$ cat src/rtl/pin_function_defines.vh
// register indices, field positions, reset values and function codes of the pin function block
// assumes register byte address = 4 * index on a 32-bit classic wishbone bus
`ifndef PIN_FUNCTION_DEFINES_VH
`define PIN_FUNCTION_DEFINES_VH

// register indices
`define REG_CLOCK_SOURCE_IDX 7'h03
`define REG_PIN_ZERO_IDX 7'h4e
`define REG_PIN_ONE_IDX 7'h4f
`define REG_PIN_TWO_IDX 7'h50
`define REG_PIN_THREE_IDX 7'h51
`define REG_LOW_SPEED_PIN_IDX 7'h52
`define REG_PIN_STATUS_IDX 7'h60
`define REG_SERIAL_MODE_IDX 7'h61

// clock source setting fields
`define OSC_MODULE_ENABLE_BIT 6
`define CRYSTAL_ENABLE_BIT 4

// pin control fields
`define PIN_FUNC_MSB 2
`define PIN_FUNC_LSB 0
`define PIN_OUT_VALUE_BIT 3
`define PIN_OPEN_DRAIN_BIT 4

// serial mode fields
`define DIRECT_MODE_BIT 0

// status fields
`define STAT_REF_CONFLICT_BIT 0
`define STAT_DEEP_SLEEP_BIT 1
`define STAT_LS_PIN_LEVEL_BIT 2
`define STAT_PIN_LEVEL_LSB 4

// general pin function codes
`define FUNC_DISABLED 3'h0
`define FUNC_INTERRUPT 3'h1
`define FUNC_CLOCK_OUT 3'h2
`define FUNC_ANTENNA_SEL 3'h3
`define FUNC_TRX_SEL 3'h4
`define FUNC_DRIVE_VALUE 3'h5
`define FUNC_INPUT 3'h6

// low speed clock pin function codes
`define LS_FUNC_RTC_INPUT 3'h0
`define LS_FUNC_DRIVE_VALUE 3'h1

// reset values
`define RST_CLOCK_SOURCE 8'h00
`define RST_PIN_ZERO 8'h01
`define RST_PIN_ONE 8'h02
`define RST_PIN_TWO 8'h03
`define RST_PIN_THREE 8'h04
`define RST_LOW_SPEED_PIN 8'h00
`define RST_SERIAL_MODE 8'h00

// nominal external real time clock rate on the low speed pin
`define LS_CLOCK_NOMINAL_HZ 32000

`endif

$ cat src/rtl/pin_function_reset_defaults.v
// pin function logic: general pins, low speed clock pin, serial data pins, reset and sleep pins
// assumes a classic wishbone master on mclk_i and core signals on the same clock;
// all pin inputs are asynchronous and pass input_sync first
`include "pin_function_defines.vh"

module pin_function_reset_defaults #(
    parameter OSC_MODULE_VARIANT = 0,
    parameter CLK_OUT_DIV = 2
) (
    // clock and reset
    input wire mclk_i,
    input wire rst_i,
    // wishbone slave
    input wire cyc_i,
    input wire stb_i,
    input wire we_i,
    input wire [8:0] adr_i,
    input wire [31:0] dat_i,
    input wire [3:0] sel_i,
    output reg [31:0] dat_o,
    output reg ack_o,
    // reset and power pins
    input wire hard_reset_n_i,
    input wire regulator_powerdown_in_i,
    // serial pins
    input wire serial_select_n_i,
    input wire serial_data_in_i,
    output reg serial_data_out_o,
    output reg serial_data_out_oe_o,
    // low speed clock pin
    input wire low_speed_clock_pin_i,
    output reg low_speed_clock_pin_o,
    output reg low_speed_clock_pin_oe_o,
    // general pins
    input wire [3:0] general_pin_i,
    output reg [3:0] general_pin_o,
    output reg [3:0] general_pin_oe_o,
    // core side
    input wire interrupt_req_i,
    input wire antenna_sel_i,
    input wire trx_sel_i,
    input wire spi_read_data_i,
    input wire direct_mode_bit_clock_i,
    output reg core_reset_o,
    output reg deep_sleep_o,
    output reg rtc_tick_o,
    output reg spi_write_data_o,
    output reg direct_mode_data_o,
    output reg [3:0] general_pin_level_o
);

// synchronised pin levels
wire [8:0] pins_sync;
wire hard_reset_n_sync;
wire powerdown_sync;
wire select_n_sync;
wire serial_in_sync;
wire ls_pin_sync;
wire [3:0] gp_sync;

input_sync #(
    .WIDTH(9),
    .RESET_VAL(9'h040)
) u_pin_sync (
    .mclk_i(mclk_i),
    .rst_i(rst_i),
    .async_i({hard_reset_n_i, regulator_powerdown_in_i, serial_select_n_i,
              serial_data_in_i, low_speed_clock_pin_i, general_pin_i}),
    .sync_o(pins_sync)
);

assign hard_reset_n_sync = pins_sync[8];
assign powerdown_sync = pins_sync[7];
assign select_n_sync = pins_sync[6];
assign serial_in_sync = pins_sync[5];
assign ls_pin_sync = pins_sync[4];
assign gp_sync = pins_sync[3:0];

// registers lose their contents in deep sleep as well as in hard reset
wire core_rst;
assign core_rst = rst_i | ~hard_reset_n_sync | powerdown_sync;

// control registers
reg [7:0] clock_source_setting_reg;
reg [7:0] pin_zero_control_reg;
reg [7:0] pin_one_control_reg;
reg [7:0] pin_two_control_reg;
reg [7:0] pin_three_control_reg;
reg [7:0] low_speed_clock_pin_control_reg;
reg [7:0] serial_mode_reg;

wire [31:0] pin_ctrl_bus;
assign pin_ctrl_bus = {pin_three_control_reg, pin_two_control_reg,
                       pin_one_control_reg, pin_zero_control_reg};

wire osc_module_enable;
wire crystal_enable;
wire direct_mode;
assign osc_module_enable = clock_source_setting_reg[`OSC_MODULE_ENABLE_BIT];
assign crystal_enable = clock_source_setting_reg[`CRYSTAL_ENABLE_BIT];
assign direct_mode = serial_mode_reg[`DIRECT_MODE_BIT];

// wishbone decode
wire [6:0] reg_idx;
wire bus_req;
wire bus_write;
assign reg_idx = adr_i[8:2];
assign bus_req = cyc_i & stb_i;
// a write lands on the edge at which the master sees ack
assign bus_write = bus_req & we_i & ack_o & sel_i[0];

wire [7:0] status_byte;
assign status_byte = {gp_sync, 1'b0, ls_pin_sync, deep_sleep_o,
                      osc_module_enable & crystal_enable};

function [7:0] read_mux;
    input [6:0] idx;
    begin
        case (idx)
            `REG_CLOCK_SOURCE_IDX: read_mux = clock_source_setting_reg;
            `REG_PIN_ZERO_IDX: read_mux = pin_zero_control_reg;
            `REG_PIN_ONE_IDX: read_mux = pin_one_control_reg;
            `REG_PIN_TWO_IDX: read_mux = pin_two_control_reg;
            `REG_PIN_THREE_IDX: read_mux = pin_three_control_reg;
            `REG_LOW_SPEED_PIN_IDX: read_mux = low_speed_clock_pin_control_reg;
            `REG_PIN_STATUS_IDX: read_mux = status_byte;
            `REG_SERIAL_MODE_IDX: read_mux = serial_mode_reg;
            default: read_mux = 8'h00;
        endcase
    end
endfunction

// bus slave answers one cycle after the request; ack drops after one cycle
always @(posedge mclk_i)
begin
    if (rst_i)
    begin
        ack_o <= 1'b0;
        dat_o <= 32'h0000_0000;
    end
    else
    begin
        ack_o <= bus_req & ~ack_o;
        if (bus_req & ~ack_o & ~we_i)
        begin
            dat_o <= {24'h00_0000, read_mux(reg_idx)};
        end
    end
end

always @(posedge mclk_i)
begin
    if (core_rst)
    begin
        clock_source_setting_reg <= `RST_CLOCK_SOURCE;
        pin_zero_control_reg <= `RST_PIN_ZERO;
        pin_one_control_reg <= `RST_PIN_ONE;
        pin_two_control_reg <= `RST_PIN_TWO;
        pin_three_control_reg <= `RST_PIN_THREE;
        low_speed_clock_pin_control_reg <= `RST_LOW_SPEED_PIN;
        serial_mode_reg <= `RST_SERIAL_MODE;
    end
    else if (bus_write)
    begin
        case (reg_idx)
            `REG_CLOCK_SOURCE_IDX: clock_source_setting_reg <= dat_i[7:0];
            `REG_PIN_ZERO_IDX: pin_zero_control_reg <= dat_i[7:0];
            `REG_PIN_ONE_IDX: pin_one_control_reg <= dat_i[7:0];
            `REG_PIN_TWO_IDX: pin_two_control_reg <= dat_i[7:0];
            `REG_PIN_THREE_IDX: pin_three_control_reg <= dat_i[7:0];
            `REG_LOW_SPEED_PIN_IDX: low_speed_clock_pin_control_reg <= dat_i[7:0];
            `REG_SERIAL_MODE_IDX: serial_mode_reg <= dat_i[7:0];
            default: serial_mode_reg <= serial_mode_reg;
        endcase
    end
end

// clock output source: divided master clock
reg [7:0] div_count_reg;
reg clk_out_reg;
wire clk_out_allowed;
assign clk_out_allowed = (OSC_MODULE_VARIANT == 0) | osc_module_enable;

always @(posedge mclk_i)
begin
    if (core_rst | ~clk_out_allowed)
    begin
        div_count_reg <= 8'h00;
        clk_out_reg <= 1'b0;
    end
    else if (div_count_reg == CLK_OUT_DIV[7:0] - 8'h01)
    begin
        div_count_reg <= 8'h00;
        clk_out_reg <= ~clk_out_reg;
    end
    else
    begin
        div_count_reg <= div_count_reg + 8'h01;
    end
end

// returns {drive, level} for one general pin
function [1:0] pin_drive;
    input [2:0] func;
    input irq;
    input clk;
    input ant;
    input trx;
    input value;
    begin
        case (func)
            `FUNC_DISABLED: pin_drive = 2'b00;
            `FUNC_INTERRUPT: pin_drive = {1'b1, irq};
            `FUNC_CLOCK_OUT: pin_drive = {1'b1, clk};
            `FUNC_ANTENNA_SEL: pin_drive = {1'b1, ant};
            `FUNC_TRX_SEL: pin_drive = {1'b1, trx};
            `FUNC_DRIVE_VALUE: pin_drive = {1'b1, value};
            `FUNC_INPUT: pin_drive = 2'b00;
            default: pin_drive = 2'b00;
        endcase
    end
endfunction

// general pins, all outputs released while the block is held in reset
genvar gi;
generate
    for (gi = 0; gi < 4; gi = gi + 1)
    begin : g_pin
        wire [7:0] ctrl;
        wire [1:0] drv;
        wire od;
        assign ctrl = pin_ctrl_bus[gi*8 +: 8];
        assign od = ctrl[`PIN_OPEN_DRAIN_BIT];
        assign drv = pin_drive(ctrl[`PIN_FUNC_MSB:`PIN_FUNC_LSB], interrupt_req_i,
                               clk_out_reg & clk_out_allowed, antenna_sel_i, trx_sel_i,
                               ctrl[`PIN_OUT_VALUE_BIT]);

        always @(posedge mclk_i)
        begin
            if (core_rst)
            begin
                general_pin_o[gi] <= 1'b0;
                general_pin_oe_o[gi] <= 1'b0;
                general_pin_level_o[gi] <= 1'b0;
            end
            else
            begin
                // open drain only pulls low
                general_pin_o[gi] <= od ? 1'b0 : drv[0];
                general_pin_oe_o[gi] <= od ? (drv[1] & ~drv[0]) : drv[1];
                general_pin_level_o[gi] <= gp_sync[gi];
            end
        end
    end
endgenerate

// low speed clock pin
wire [2:0] ls_func;
reg ls_prev_reg;
assign ls_func = low_speed_clock_pin_control_reg[`PIN_FUNC_MSB:`PIN_FUNC_LSB];

always @(posedge mclk_i)
begin
    if (core_rst)
    begin
        low_speed_clock_pin_o <= 1'b0;
        low_speed_clock_pin_oe_o <= 1'b0;
        ls_prev_reg <= ls_pin_sync; // no false edge when reset ends with the pin high
        rtc_tick_o <= 1'b0;
    end
    else
    begin
        ls_prev_reg <= ls_pin_sync;
        // one pulse per rising edge of the external real time clock
        rtc_tick_o <= (ls_func == `LS_FUNC_RTC_INPUT) & ls_pin_sync & ~ls_prev_reg;
        low_speed_clock_pin_oe_o <= (ls_func == `LS_FUNC_DRIVE_VALUE);
        low_speed_clock_pin_o <= (ls_func == `LS_FUNC_DRIVE_VALUE) &
                                 low_speed_clock_pin_control_reg[`PIN_OUT_VALUE_BIT];
    end
end

// serial data pins
always @(posedge mclk_i)
begin
    if (core_rst)
    begin
        serial_data_out_o <= 1'b0;
        serial_data_out_oe_o <= 1'b0;
        spi_write_data_o <= 1'b0;
        direct_mode_data_o <= 1'b0;
    end
    else if (direct_mode)
    begin
        serial_data_out_o <= direct_mode_bit_clock_i;
        serial_data_out_oe_o <= 1'b1;
        spi_write_data_o <= 1'b0;
        direct_mode_data_o <= serial_in_sync;
    end
    else
    begin
        serial_data_out_o <= spi_read_data_i;
        serial_data_out_oe_o <= ~select_n_sync;
        spi_write_data_o <= serial_in_sync & ~select_n_sync;
        direct_mode_data_o <= 1'b0;
    end
end

// reset and sleep status toward the core
always @(posedge mclk_i)
begin
    if (rst_i)
    begin
        core_reset_o <= 1'b1;
        deep_sleep_o <= 1'b0;
    end
    else
    begin
        core_reset_o <= ~hard_reset_n_sync;
        deep_sleep_o <= powerdown_sync;
    end
end

endmodule // pin_function_reset_defaults

$ cat src/rtl/input_sync.v
// two flip-flop synchroniser for a bundle of asynchronous levels
// assumes each bit is an independent level; no bus coherency is given
module input_sync #(
    parameter WIDTH = 1,
    parameter [WIDTH-1:0] RESET_VAL = {WIDTH{1'b0}}
) (
    // clock and reset
    input wire mclk_i,
    input wire rst_i,
    // levels
    input wire [WIDTH-1:0] async_i,
    output wire [WIDTH-1:0] sync_o
);

reg [WIDTH-1:0] stage1_reg;
reg [WIDTH-1:0] stage2_reg;

always @(posedge mclk_i)
begin
    if (rst_i)
    begin
        stage1_reg <= RESET_VAL;
        stage2_reg <= RESET_VAL;
    end
    else
    begin
        stage1_reg <= async_i;
        stage2_reg <= stage1_reg;
    end
end

assign sync_o = stage2_reg;

endmodule // input_sync

$ cat config.mk
export PLATFORM = sky130hd
export DESIGN_NAME = pin_function_reset_defaults
export DESIGN_NICKNAME = d
export VERILOG_FILES = /design/src/rtl/pin_function_reset_defaults.v /design/src/rtl/input_sync.v
export VERILOG_INCLUDE_DIRS = /design/src /design/src/rtl
export SDC_FILE = /design/constraint.sdc
export NUM_CORES = 1
export LEC_CHECK = 0
export ABC_AREA = 1
export BUFFER_PORTS_ARGS = -buffer_cell sky130_fd_sc_hd__buf_2
export CAP_MARGIN = 20
export CORE_UTILIZATION = 40
export DETAILED_ROUTE_END_ITERATION = 8
export PLACE_DENSITY_LB_ADDON = 0.08
export SYNTH_ARGS = -nofsm -noshare
export SYNTH_HDL_FRONTEND = slang
export SYNTH_SLANG_ARGS = --single-unit
$ cat constraint.sdc
create_clock -name mclk_i -period 2.8 [get_ports mclk_i]
set_input_delay 0.28 -clock mclk_i [delete_from_list [all_inputs] [get_ports mclk_i]]
set_output_delay 0.28 -clock mclk_i [all_outputs]
set_load 0.01 [all_outputs]
# After elaboration in Yosys (flattened, before gate mapping)
# Cells that the tools add are included.
# Widths: inputs -> output; s select.
[classes] n_addsub=1 n_eq_ne=30 n_mux=11 bitwise=28 n_reduce_logical=15
[ops] cell="$pmux 8 s8" n=1
[ops] cell="$eq 7x7->1 const B" n=7
[ops] cell="$pmux 2 s5" n=4
[ops] cell="$eq 3x2->1 const B" n=8
[ops] cell="$eq 3x3->1 const B" n=8
[ops] cell="$and 1x1->1" n=15
[ops] cell="$eq 3x1->1 const B" n=5
[ops] cell="$reduce_and 2->1" n=7
[ops] cell="$reduce_or 2->1" n=7
[ops] cell="$not 1->1" n=11
[ops] cell="$add 8x1->8 const B" n=1
[ops] cell="$eq 8x1->1 const B" n=1
[ops] cell="$eq 7x2->1 const B" n=1
[ops] cell="$mux 1" n=6
[ops] cell="$logic_not 3->1" n=1
[ops] cell="$or 1x1->1" n=2
[totals] reg_bits=114 inputBits=64 output_inout_bits=54 wordCells=120

# Depth between registers and ports, before layout
[depth] ltp_word=5 depth_mapped=10 depth_no_buf=9

# Cells and area by module
# A second synthesis with hierarchy kept.
[unflattened] cells_unflattened=679 area_unflattened_um2=4877.2
[modules_own_cells] mod="pin_function_reset_defaults" n_inst=1 cells_per_inst=622 area_per_inst_um2=4351.7 seq_area_each_um2=1921.8
[modules_own_cells] mod="input_sync" n_inst=1 cells_per_inst=57 area_per_inst_um2=525.5 seq_area_each_um2=360.3

# Worst setup path after synthesis
# Ideal clock, no wire load.
[synth_path] path_kind="register -> register" start="register ack_o" end="register clock_source_setting_reg[0]" t_arrival_ns=1.275 slack_ns=1.410 path_stages_with_launch=8 path_buffers=0 path_cell_list="dfxtp_1 -> nand3_1 -> nor2_2 -> inv_1 -> nor2_4 -> inv_1 -> nor2_1 -> nor2_1"
[synth_between] elab_chain_len=3
[synth_rtl] element="start: declaration" line="pin_function_reset_defaults.v:21" text="output reg ack_o,"
[synth_rtl] element="start signal: assignment" line="pin_function_reset_defaults.v:143" text="ack_o <= bus_req & ~ack_o;"
[synth_rtl] element="$and 1x1->1 (2 in series)" line="pin_function_reset_defaults.v:110" text="assign bus_write = bus_req & we_i & ack_o & sel_i[0];"
[synth_rtl] element="$reduce_and 2->1 (no source line)"
[synth_rtl] element="end signal: assignment" line="pin_function_reset_defaults.v:155" text="clock_source_setting_reg <= `RST_CLOCK_SOURCE;"
[synth_rtl] element="end signal: assignment" line="pin_function_reset_defaults.v:166" text="`REG_CLOCK_SOURCE_IDX: clock_source_setting_reg <= dat_i[7:0];"
[synth_rtl] element="end: declaration" line="pin_function_reset_defaults.v:84" text="reg [7:0] clock_source_setting_reg;"
# Every way passes these cells.
# A chain may end at the register's enable or synchronous reset.

# Final worst setup path
[layout_path] start="register ack_o" end="register pin_zero_control_reg[5] (netlist: g_pin[0].ctrl[5])"
[layout_between] elab_chain_len=3
[layout_rtl] element="$and 1x1->1 (2 in series)" line="pin_function_reset_defaults.v:110"
[layout_rtl] element="$reduce_and 2->1 (no source line)"
[layout_rtl] element="end signal: assignment" line="pin_function_reset_defaults.v:156" text="pin_zero_control_reg <= `RST_PIN_ZERO;"
[layout_rtl] element="end signal: assignment" line="pin_function_reset_defaults.v:167" text="`REG_PIN_ZERO_IDX: pin_zero_control_reg <= dat_i[7:0];"
[layout_rtl] element="end: declaration" line="pin_function_reset_defaults.v:85" text="reg [7:0] pin_zero_control_reg;"
# Every way passes these cells.

==> out/qor.csv <==
stage;metric;value;unit
cts;H-tree depth;4;
placed_design;input/output buffers;64;
worst_setup_path;CP required;3.13;ns
worst_setup_path;crit start category;flop;
die;Die W;112;um
cts;CTS tree;built;
global_routing;Tot GR Track Use;20.9;%
cells_and_area;antenna diode count;0;
synthesis;EDFF count, synth;0;
pwr;Leakage;2.55;nW
outcome;failing checks;DRC;
cts;CTS sink count;114;
worst_setup_path;reg-to-reg startpoint;ack_o;
synthesis;warnings from Yosys;0;
job;max-cap violation count;0;
pwr;total power draw;4.02;mW
timing;Slew Viols, Final;0;
timing;achievable frequency;555;MHz
die;core area;11600;um^2
die;Row Count;39;
timing;RSZ-0062 raised after global routing;false;
timing;Slew HR;64.1;%
timing;Final WS setup;0.999;ns
pwr;peak supply drop;0.000384;V
worst_setup_path;crit path DAT;2.14;ns
die;IO Pins;118;
pwr;Pwr per Cell Area;691;nW/um^2
die;Initial Utilization;41.8;%
placed_design;DP HPWL;8660;um
cts;# Post-CTS Setup Buffers;0;
cells_and_area;Final Cell Area;5830;um^2
cts;CTS max path bufs;2;
timing;Setup TNS;0;ns
synthesis;Syn Inst Count;668;
global_routing;antenna violations before repair;0;
die;Die H;112;um
placed_design;Placed Cells;863;
timing;min Tclk post-route;1.80;ns
cells_and_area;number of flip-flops in the largest register;32;
placed_design;RD Place Congestion;0.868;
cts;clk root buf;clkbuf_16;
synthesis;#FFs+latches synth;114;
cells_and_area;final net count;805;
cts;Clock transition at path regs;0.05;ns
global_routing;largest net degree at the start of global routing;31;
detailed_routing;vias per cell;4.93;
detailed_routing;DR DRC count;4;
timing;slew at the pin closest to its max-slew limit;0.538;ns
cells_and_area;share of post-route cells with drive strength above 1;16.6;%
timing;setup violators final;0;
cells_and_area;non-filler cells, final;892;
outcome;status;complete, but fails checks;
placed_design;pre-CTS WS;0.882;ns
cells_and_area;Layout area overhead;20.0;%
detailed_routing;Initial DRC Count;273;
synthesis;library cells used by synthesis;29;
placed_design;DP Area;5210;um^2
timing;Hold Vio Cnt, Final;0;
synthesis;post-synthesis sequential area ratio;47.0;%
global_routing;first-pass GRT wire length;20200;um
worst_hold_path;worst hold path type;in2reg;
worst_setup_path;Crit Path Max Fanout;11;
worst_setup_path;crit end category;flop;
cts;clk_lat worst skew;0.42;ns
cts;CTS Buf Count;17;
timing;final worst-path cycle share;64.3;%
timing;clk_skew;0.0127;ns
detailed_routing;Routed WL;12100;um
detailed_routing;Routed WL per cell;13.6;um
synthesis;synthesized cell area;4850;um^2
worst_hold_path;Hold Path Origin;serial_select_n_i;
synthesis;ys async rst share;0;%
worst_setup_path;Worst Path Class, Setup;reg2reg;
synthesis;Syn Area/Cell;7.27;um^2
detailed_routing;Post-DRT Antenna Nets;0;
worst_setup_path;launch point of the critical path;ack_o;
detailed_routing;routed via count;4399;
cts;Hold Buf Count CTS;0;
synthesis;top_reg_cell synth;dfxtp_1;
global_routing;vias in the first global route;4090;
die;die footprint;12600;um^2
global_routing;grt ovf;0;
cts;CTS resizes;0;
detailed_routing;first-pass iteration count of the detailed router;9;
[layer usage]
metal	part of all wire (%)	wire length, um	GRT usage, %
met5	0	0	0
met4	1.7	201	9.07
met3	5.3	642	5.13
met2	48	5800	33.9
met1	45	5500	26.5
[where the power goes]
| group | leakage [nW] | total [mW] | internal, mW | switching, mW |
|---|---|---|---|---|
| registers | 0.923 | 1.65 | 1.64 | 0.00631 |
| clock network | 0.289 | 2.23 | 1.51 | 0.714 |
| logic | 1.34 | 0.149 | 0.0412 | 0.107 |
[synth_stat cells, types with 2 or more instances]
library cell	n	share of area (%)
a21oi_1	35	3.6
nor2_2	8	1.0
nand3_1	67	6.9
nor2_4	6	1.4
a31oi_1	5	0.64
nor2_1	128	9.9
o21ai_1	3	0.31
nand4_1	8	1.0
nor3_1	9	0.93
ha_1	2	0.52
buf_4	26	4.0
o211ai_1	3	0.46
inv_1	53	4.1
clkbuf_1	10	0.77
nor4_1	3	0.39
nand2_1	114	8.8
nand3_2	2	0.41
o21ai_0	52	5.4
inv_2	8	0.62
dfxtp_1	114	47
nor3b_1	3	0.46
or2_2	2	0.26
[cell usage in the layout (no fill, tap or decap), types with 6 or more instances in the layout]
master	instances
inv_1	53
buf_2	64
nor2_4	6
nor3_1	9
nor2_1	128
nand3_1	67
nand4_1	8
conb_1	24
nor2_2	8
a21oi_1	35
o21ai_0	52
dfxtp_1	114
nand2_1	114
inv_2	8
clkbuf_16	17
[cell families (layout without fill, tap and decap cells)]
kind of cell	after synthesis	in the layout	synth area share, %
simple gates	352	352	31.9
flops	114	114	47.0
compound gates	100	100	10.7
buf+inv	99	157	9.85
fa+ha+maj	2	2	0.515
other cells	1	24	0.0772
[path summary, 6_finish.rpt]
check	endpoint	slack [ns]	depth (start not counted)
min reg2reg	ls_prev_reg	0.39	0
min	u_pin_sync.stage1_reg[6]	0.05	2
max reg2reg	g_pin[0].ctrl[5]	1.0	6
max	g_pin[0].ctrl[5]	1.0	6
[per-stage QoR]
stage          hold WS, ns  util (%)
4_1_cts             0.0387      50.2
6_report            0.0509      50.2
3_3_place_gp         0.386      44.9
3_5_place_dp         0.389      44.9
5_1_grt             0.0461      50.2
2_1_floorplan        0.351         -
[cell type report]
cell class / instances / area (um^2)
multi-input combinational: 478 / 2180
tap: 143 / 179
fill: 1192 / 5790
inverter: 61 / 229
timing repair buffer: 67 / 343
sequential: 114 / 2280
clock buffer: 19 / 453
clock inverter: 10 / 160
[critical path: stages (launching register included)]
cell and delay [ns]:
dfxtp_1 0.37, nand3_1 0.10, nor2_2 0.28, nand3_1 0.41
inv_1 0.35, nand2_1 0.08, a21oi_1 0.14
No activity file was read; power rests on OpenSTA's default activity.
